$ cat src/shared/mrtwo_pkg.sv
// Package: encodings and layout of the second mode register
package mrtwo_pkg;
  // Field positions on the address pins
  localparam int REFRESH_LSB   = 0;
  localparam int CWD_LSB       = 3;
  localparam int TEMP_BIT      = 7;
  localparam int TERM_LSB      = 9;
  localparam int ADDR_WIDTH    = 13;
  localparam int BANK_WIDTH    = 3;
  // Bank address selecting this register
  localparam logic [2:0] MODE_BANK_SEL = 3'h2;
  // Values after reset: full array, delay 5, termination off, normal range
  localparam logic [2:0] RESET_REFRESH = 3'h0;
  localparam logic [2:0] RESET_CWD     = 3'h0;
  localparam logic [1:0] RESET_TERM    = 2'h0;
  localparam logic       RESET_TEMP    = 1'h0;
  // Write delay base, largest legal code and reserved termination code
  localparam logic [3:0] CWD_BASE      = 4'h5;
  localparam logic [2:0] CWD_MAX_CODE  = 3'h4;
  localparam logic [1:0] TERM_RESERVED = 2'h3;
  // Termination codes
  typedef enum logic [1:0] {
    MRTWO_TERM_NONE,
    MRTWO_TERM_RZQ4,
    MRTWO_TERM_RZQ2,
    MRTWO_TERM_HOLD
  } mrtwo_term_type;
  // Wishbone register offsets of the controller
  localparam logic [3:0] REG_CMD    = 4'h0;
  localparam logic [3:0] REG_STATUS = 4'h4;
  localparam logic [3:0] REG_WRITE  = 4'h8;
  // Command register field positions
  localparam int CMD_REFRESH_LSB = 0;
  localparam int CMD_CWD_LSB     = 4;
  localparam int CMD_TERM_LSB    = 8;
  localparam int CMD_TEMP_BIT    = 12;
  localparam int CMD_ADD_LSB     = 16;
  localparam int CMD_LEVEL_BIT   = 20;
  localparam int CMD_SELF_BIT    = 21;

  // Bank coverage mask of a refresh code, bit per bank
  function automatic logic [7:0] mrtwo_cover(input logic [2:0] code);
    case (code)
      3'h0:    mrtwo_cover = 8'hFF;
      3'h1:    mrtwo_cover = 8'h0F;
      3'h2:    mrtwo_cover = 8'h03;
      3'h3:    mrtwo_cover = 8'h01;
      3'h4:    mrtwo_cover = 8'hFC;
      3'h5:    mrtwo_cover = 8'hF0;
      3'h6:    mrtwo_cover = 8'hC0;
      default: mrtwo_cover = 8'h80;
    endcase
  endfunction

  // Whole-cycle write delay from its code
  function automatic logic [3:0] mrtwo_cwd(input logic [2:0] code);
    mrtwo_cwd = CWD_BASE + {1'h0, code};
  endfunction
endpackage

$ cat src/shared/mrtwo_link_if.sv
// Interface: command pins between controller and memory
`timescale 1ns/100ps
interface mrtwo_link_if;
  import mrtwo_pkg::*;
  logic                  modeSet;
  logic                  writeCmd;
  logic                  leveling;
  logic                  selfRefresh;
  logic [BANK_WIDTH-1:0] bank;
  logic [ADDR_WIDTH-1:0] addr;
  logic [2:0]            additiveDelay;
  modport ctrl (output modeSet, writeCmd, leveling, selfRefresh, bank, addr,
                additiveDelay);
  modport mem  (input modeSet, writeCmd, leveling, selfRefresh, bank, addr,
                additiveDelay);
endinterface

$ cat src/logic/mrtwo_mem_end.sv
// Memory end: holds the second mode register and drives its consumers
//
// Overview of operation
// - Mode set with bank 010 loads register
// - Controller zeroes BA2, A8, A11, A12
// - A2:A0 selects self-refresh bank coverage
// - Only covered banks refreshed in self-refresh
// - Without self-refresh all banks stay valid
// - A5:A3 selects write delay five to nine
// - Data expected write delay cycles after command
// - Write delays are whole cycles only
// - Total write delay is additive plus cas
// - A10:A9 selects write termination strength
// - Write termination applies without nominal termination
// - Leveling suppresses dynamic termination switching
// - Termination switches for writes automatically
// - A7 selects self-refresh temperature range
// - Extended range doubles self-refresh rate
`timescale 1ns/100ps
module mrtwo_mem_end
  import mrtwo_pkg::*;
(
  // Clock and reset
  input  wire logic       clk,
  input  wire logic       rstn,
  // Link
  mrtwo_link_if.mem       link,
  // Nominal termination from the first mode register
  input  wire logic [1:0] nominalTerm,
  // Consumers
  output logic [7:0]      refreshBanks,
  output logic            refreshDouble,
  output logic [4:0]      totalWriteDelay,
  output logic            dataExpect,
  output logic [1:0]      activeTerm,
  output logic            writeTermOn
);

  // --------------------------------------------------------------
  // Mode register
  // --------------------------------------------------------------
  logic [2:0] refreshSel;
  logic [2:0] cwdCode;
  logic [1:0] termSel;
  logic       tempRange;
  logic [2:0] next_refreshSel;
  logic [2:0] next_cwdCode;
  logic [1:0] next_termSel;
  logic       next_tempRange;
  logic       hit;

  always_comb
  begin
    hit = link.modeSet && (link.bank == MODE_BANK_SEL);
    next_refreshSel = refreshSel;
    next_cwdCode    = cwdCode;
    next_termSel    = termSel;
    next_tempRange  = tempRange;
    if (hit)
    begin
      next_refreshSel = link.addr[REFRESH_LSB +: 3];
      next_cwdCode    = link.addr[CWD_LSB +: 3];
      next_termSel    = link.addr[TERM_LSB +: 2];
      next_tempRange  = link.addr[TEMP_BIT];
    end
  end

  always_ff @(posedge clk or negedge rstn)
  begin
    if (!rstn)
    begin
      refreshSel <= RESET_REFRESH;
      cwdCode    <= RESET_CWD;
      termSel    <= RESET_TERM;
      tempRange  <= RESET_TEMP;
    end
    else
    begin
      refreshSel <= next_refreshSel;
      cwdCode    <= next_cwdCode;
      termSel    <= next_termSel;
      tempRange  <= next_tempRange;
    end
  end

  // --------------------------------------------------------------
  // Refresh outputs
  // --------------------------------------------------------------
  logic [7:0] next_refreshBanks;
  logic       next_refreshDouble;

  always_comb
  begin
    // All banks kept unless self-refresh is running
    if (link.selfRefresh)
      next_refreshBanks = mrtwo_cover(refreshSel);
    else
      next_refreshBanks = 8'hFF;
    next_refreshDouble = tempRange;
  end

  always_ff @(posedge clk or negedge rstn)
  begin
    if (!rstn)
    begin
      refreshBanks  <= 8'hFF;
      refreshDouble <= 1'h0;
    end
    else
    begin
      refreshBanks  <= next_refreshBanks;
      refreshDouble <= next_refreshDouble;
    end
  end

  // --------------------------------------------------------------
  // Write delay: shift register of write commands
  // --------------------------------------------------------------
  logic [31:0] wrPipe;
  logic [31:0] next_wrPipe;
  logic [4:0]  next_total;
  logic        next_dataExpect;

  always_comb
  begin
    next_total = 5'({1'h0, mrtwo_cwd(cwdCode)})
               + 5'({2'h0, link.additiveDelay});
    next_wrPipe = {wrPipe[30:0], link.writeCmd};
    // Whole cycles only; tap one earlier as output is registered
    next_dataExpect = wrPipe[totalWriteDelay - 5'h2];
  end

  always_ff @(posedge clk or negedge rstn)
  begin
    if (!rstn)
    begin
      wrPipe          <= 32'h0;
      totalWriteDelay <= 5'h5;
      dataExpect      <= 1'h0;
    end
    else
    begin
      wrPipe          <= next_wrPipe;
      totalWriteDelay <= next_total;
      dataExpect      <= next_dataExpect;
    end
  end

  // --------------------------------------------------------------
  // Termination select
  // --------------------------------------------------------------
  logic [1:0] next_activeTerm;
  logic       next_writeTermOn;
  logic       writing;

  always_comb
  begin
    writing = link.writeCmd || (|wrPipe[15:0]);
    next_writeTermOn = 1'h0;
    next_activeTerm  = nominalTerm;
    // Switches on its own per write, no mode set needed
    if (writing && (termSel != 2'h0) && !link.leveling)
    begin
      next_writeTermOn = 1'h1;
      next_activeTerm  = termSel;
    end
  end

  always_ff @(posedge clk or negedge rstn)
  begin
    if (!rstn)
    begin
      activeTerm  <= 2'h0;
      writeTermOn <= 1'h0;
    end
    else
    begin
      activeTerm  <= next_activeTerm;
      writeTermOn <= next_writeTermOn;
    end
  end
endmodule

$ cat src/flat_wrapper.sv
// flat-port wrapper written by rule: the top's interface ports become plain ports
module mrtwo_mem_end_flat import mrtwo_pkg::*;
  (clk, rstn, nominalTerm, refreshBanks, refreshDouble, totalWriteDelay, dataExpect, activeTerm, writeTermOn, link_modeSet, link_writeCmd, link_leveling, link_selfRefresh, link_bank, link_addr, link_additiveDelay);
  mrtwo_link_if link_i ();
  input  wire logic clk;
  input  wire logic rstn;
  input  wire logic [1:0] nominalTerm;
  output logic [7:0] refreshBanks;
  output logic refreshDouble;
  output logic [4:0] totalWriteDelay;
  output logic dataExpect;
  output logic [1:0] activeTerm;
  output logic writeTermOn;
  input wire logic [$bits(link_i.modeSet)-1:0] link_modeSet;
  input wire logic [$bits(link_i.writeCmd)-1:0] link_writeCmd;
  input wire logic [$bits(link_i.leveling)-1:0] link_leveling;
  input wire logic [$bits(link_i.selfRefresh)-1:0] link_selfRefresh;
  input wire logic [$bits(link_i.bank)-1:0] link_bank;
  input wire logic [$bits(link_i.addr)-1:0] link_addr;
  input wire logic [$bits(link_i.additiveDelay)-1:0] link_additiveDelay;
  assign link_i.modeSet = link_modeSet;
  assign link_i.writeCmd = link_writeCmd;
  assign link_i.leveling = link_leveling;
  assign link_i.selfRefresh = link_selfRefresh;
  assign link_i.bank = link_bank;
  assign link_i.addr = link_addr;
  assign link_i.additiveDelay = link_additiveDelay;
  mrtwo_mem_end u_core (.clk(clk), .rstn(rstn), .link(link_i), .nominalTerm(nominalTerm), .refreshBanks(refreshBanks), .refreshDouble(refreshDouble), .totalWriteDelay(totalWriteDelay), .dataExpect(dataExpect), .activeTerm(activeTerm), .writeTermOn(writeTermOn));
endmodule
$ cat config.mk
export PLATFORM = sky130hd
export DESIGN_NAME = mrtwo_mem_end_flat
export DESIGN_NICKNAME = d
export VERILOG_FILES = /design/src/shared/mrtwo_pkg.sv /design/src/shared/mrtwo_link_if.sv /design/src/logic/mrtwo_mem_end.sv /design/src/flat_wrapper.sv
export SDC_FILE = /design/constraint.sdc
export NUM_CORES = 1
export LEC_CHECK = 0
export ABC_AREA = 1
export ABC_CLOCK_PERIOD_IN_PS = 2110
export BUFFER_PORTS_ARGS = -buffer_cell sky130_fd_sc_hd__buf_4
export CAP_MARGIN = 10
export CORE_ASPECT_RATIO = 1.1
export CORE_MARGIN = 2
export CORE_UTILIZATION = 45
export CTS_CLUSTER_SIZE = 10
export DETAILED_ROUTE_END_ITERATION = 6
export PLACE_DENSITY = 0.67
export SLEW_MARGIN = 5
export SYNTH_ARGS = -nofsm -noshare
export SYNTH_HDL_FRONTEND = slang
export SYNTH_SLANG_ARGS = --single-unit
export TNS_END_PERCENT = 20
$ cat constraint.sdc
create_clock -name clk -period 2.11 [get_ports clk]
set_clock_uncertainty 0.2 [all_clocks]
set_input_delay 0.1055 -clock clk [delete_from_list [all_inputs] [get_ports clk]]
set_output_delay 0.1055 -clock clk [all_outputs]
set_load 0.02 [all_outputs]
==> run_results.csv <==
group,metric,value,unit
global_route,grt_overflow,0,
floorplan,start_util,46.4,%
detailed_routing,drt-wirelength-per-cell,12.0,um
yosys,ys_seq_elements,57,
worst_setup_path,r2r_end,"u_core.activeTerm[0]$_DFF_PN0_",
worst_setup_path,crit_end,"u_core.activeTerm[0]$_DFF_PN0_",
clocking,clk_latency,330,ps
min_path,min_path_type,"in2reg",
power_and_ir_drop,p_per_area,1050,mW/mm^2
timing,slew_viol_final,0,
yosys,synth_common_cells,"nand2_1, dfrtp_1, inv_1, nand3_1, nor2_1",
worst_setup_path,path_buf_inv,2,
timing,rsz0062_at_grt,"false",
clocking,htree_levels,3,
detailed_routing,wl,4.30,mm
yosys,ys.flop_type,"dfrtp_1",
worst_setup_path,critPathCaptureType,"flip-flop",
worst_setup_path,cp_cell_sequence,"inv_1 > nand4_1 > nor2_1 > nand3_1 > nand2_1 > nand2_1 > dlygate4sd3_1 > nand2_1",
yosys,yosysTopAreaCellShare,53.2,%
worst_setup_path,cp_max_fo,3,
layout,antennaDiodeCount,0,
floorplan,die_y,79.1,um
layout,drive_above_1_share,21.9,%
detailed_routing,vias,1659,
clocking,cts_buffer_depth,2,
worst_setup_path,r2r_setup_slack,230,ps
timing,setup_viol,0,
layout,layoutNonFillerInstCount,359,
yosys,avgSynthCellArea,9.98,sq um
worst_setup_path,cp.depth,8,
timing,period_share,88.9,%
yosys,synth_top_area_cell,"dfrtp_1",
worst_setup_path,critPathArrivalTime,1940,ps
run_status,status,"complete, no violations",
worst_setup_path,worstSetupPathType,"reg2reg",
global_route,grt_max_degree,58,
floorplan,dieArea,0.00571,sq mm
power_and_ir_drop,peakVddDrop,0.000525,V
timing,fmax,0.533,GHz
yosys,synth.distinct_cells,24,
worst_setup_path,crit_family,"buffers and inverters",
yosys,yosysWarnings,0,
power_and_ir_drop,finalPower,3150,uW
placed_design,port_buffers,40,
power_and_ir_drop,p_leak,0.00156,uW
timing,final-hold-violation-count,0,
floorplan,io_pins,45,
clocking,cts_tree,"done",
layout,final_core_util,60.2,%
worst_setup_path,r2r-start,"u_core.wrPipe[13]$_DFF_PN0_",
yosys,synth.most_common_cell,"nand2_1",
floorplan,die_w,72.2,um
clocking,clk_pin_slew,60,ps
worst_setup_path,critPathSlowestCell,"dlygate4sd3_1",
placed_design,dpl_cell_area,0.00263,sq mm
placed_design,gp_congestion,0.801,
worst_setup_path,cp-startpoint,"u_core.wrPipe[13]$_DFF_PN0_",
timing,setup-tns-final,0,ps
worst_setup_path,max_stage_delay,550,ps
yosys,synthArstFlopShare,100,%
yosys,synth_area,0.00230,sq mm
clocking,cts_root_buf,"clkbuf_8",
detailed_routing,via_per_inst,4.62,
global_route,grt_antenna_before_repair,0,
timing,finalCriticalPeriod,1880,ps
clocking,numCtsBuffers,9,
timing,relSlewSlack,54.8,%
layout,finalNetCount,330,
yosys,synth_nets,265,
detailed_routing,drtAntennaViolNets,0,
worst_setup_path,required,2170,ps
layout,final_area,0.00299,sq mm
global_route,track_usage,17.6,%
clocking,post-cts-setup-buffers,0,
worst_setup_path,crit_top_cell,"nand2_1",
global_route,grt_pass1_vias,1646,
yosys,synth_area_leaders,"dfrtp_1, nand2_1, dfstp_2",
clocking,hold_buffers,20,
floorplan,core_area,0.00497,sq mm
yosys,yosysSeqAreaShare,62.3,%
yosys,synth_cells,231,
worst_setup_path,worst_r2r_path_depth,8,
job,cap_violations,0,
clocking,cts_sinks,57,
placed_design,hpwl,2.67,mm
detailed_routing,route.detailed.drc,0,
placed_design,dp.cells,323,
floorplan,num_rows,27,
layout,area_growth,29.8,%
yosys,synth_edf_count,0,
global_route,grt_pass1_wl,7.40,mm
detailed_routing,first_iter_violations,111,
detailed_routing,dr.pass1.iters,4,
clocking,cts_resized,0,
timing,worst_pin_slew,678,ps
worst_setup_path,crit_path_start_kind,"flip-flop",
## registers in the layout, summed over array words and instances, names as in the netlist, 2 cells and up
signal                  flops
u_core.refreshSel           3
u_core.activeTerm           2
u_core.wrPipe              32
u_core.refreshBanks         6
u_core.termSel              2
u_core.totalWriteDelay      5
u_core.cwdCode              3
## area by class of cell
type                    instances  area, sq um
flip-flops and latches         57         1440
inverters                      42          160
clock buffers                  15          156
fillers                       416         1970
clock inverters                 1         5.00
multi-input cells             125          653
well taps                      58         72.6
repair buffers                 61          508
## worst min-delay path by stage
stage            startpoint                             end  cells past startpoint
2_1_floorplan          rstn  u_core.activeTerm[0]$_DFF_PN0_                      0
3_3_place_gp           rstn     u_core.wrPipe[26]$_DFF_PN0_                      1
3_5_place_dp           rstn     u_core.wrPipe[26]$_DFF_PN0_                      1
4_1_cts        link_bank[2]   u_core.cwdCode[0]$_DFFE_PN0P_                      4
5_1_grt        link_bank[2]   u_core.cwdCode[0]$_DFFE_PN0P_                      4
6_report       link_bank[2]   u_core.cwdCode[0]$_DFFE_PN0P_                      4
## worst reg2reg max path, cell delays in order, from the launching register on
cell and delay [ps]:
dfrtp_1 400, inv_1 80, nand4_1 90, nor2_1 150
nand3_1 100, nand2_1 110, nand2_1 60, dlygate4sd3_1 550
nand2_1 80
## logic make-up after synthesis
family,after synthesis,share of synthesized area [%]
fa+ha+maj,7,4.13
simple gates,101,18.5
buf+inv,49,9.34
compound gates,9,2.17
mux,5,2.44
xor+xnor,3,1.14
flops,57,62.3
## power breakdown
part | switching (uW) | total (uW) | internal, uW
Clock | 381 | 839 | 458
Sequential | 103 | 1370 | 1260
Combinational | 542 | 947 | 404
Total | 1030 | 3150 | 2130
## layout by cell type (no fill, tap or decap)
cell,instances
o211ai_1,1
nand3_1,25
o21ai_0,1
clkinv_2,1
dfstp_2,8
nor3_1,1
inv_1,40
inv_2,1
fa_1,1
dfrtp_1,49
nand2_1,58
a21oi_1,6
mux2_1,2
nand4_1,3
xnor2_1,2
o21bai_1,1
buf_4,41
mux2_2,3
nor2_1,13
dlygate4sd3_1,20
clkbuf_1,5
xor2_1,1
clkbuf_8,10
ha_1,6
inv_4,1
nand3_2,1
## per-stage QoR
| step | worst slack (ps) | hold slack (ps) |
|---|---|---|
| 2_1_floorplan | 328 | -390 |
| 6_report | 234 | 31.3 |
| 5_1_grt | 118 | 56.8 |
| 3_3_place_gp | 396 | -14.0 |
| 4_1_cts | 275 | 19.9 |
| 3_5_place_dp | 368 | -11.9 |
## routing by layer
metal / global-route usage (%) / up-vias / routed length [um]
met5: 0 / - / 0
met4: 8.68 / 0 / 103
met3: 8.50 / 11 / 309
met2: 27.2 / 45 / 2060
met1: 20.3 / 767 / 1820
li1: - / 836 / -
Power figures use the tool's default switching activity.
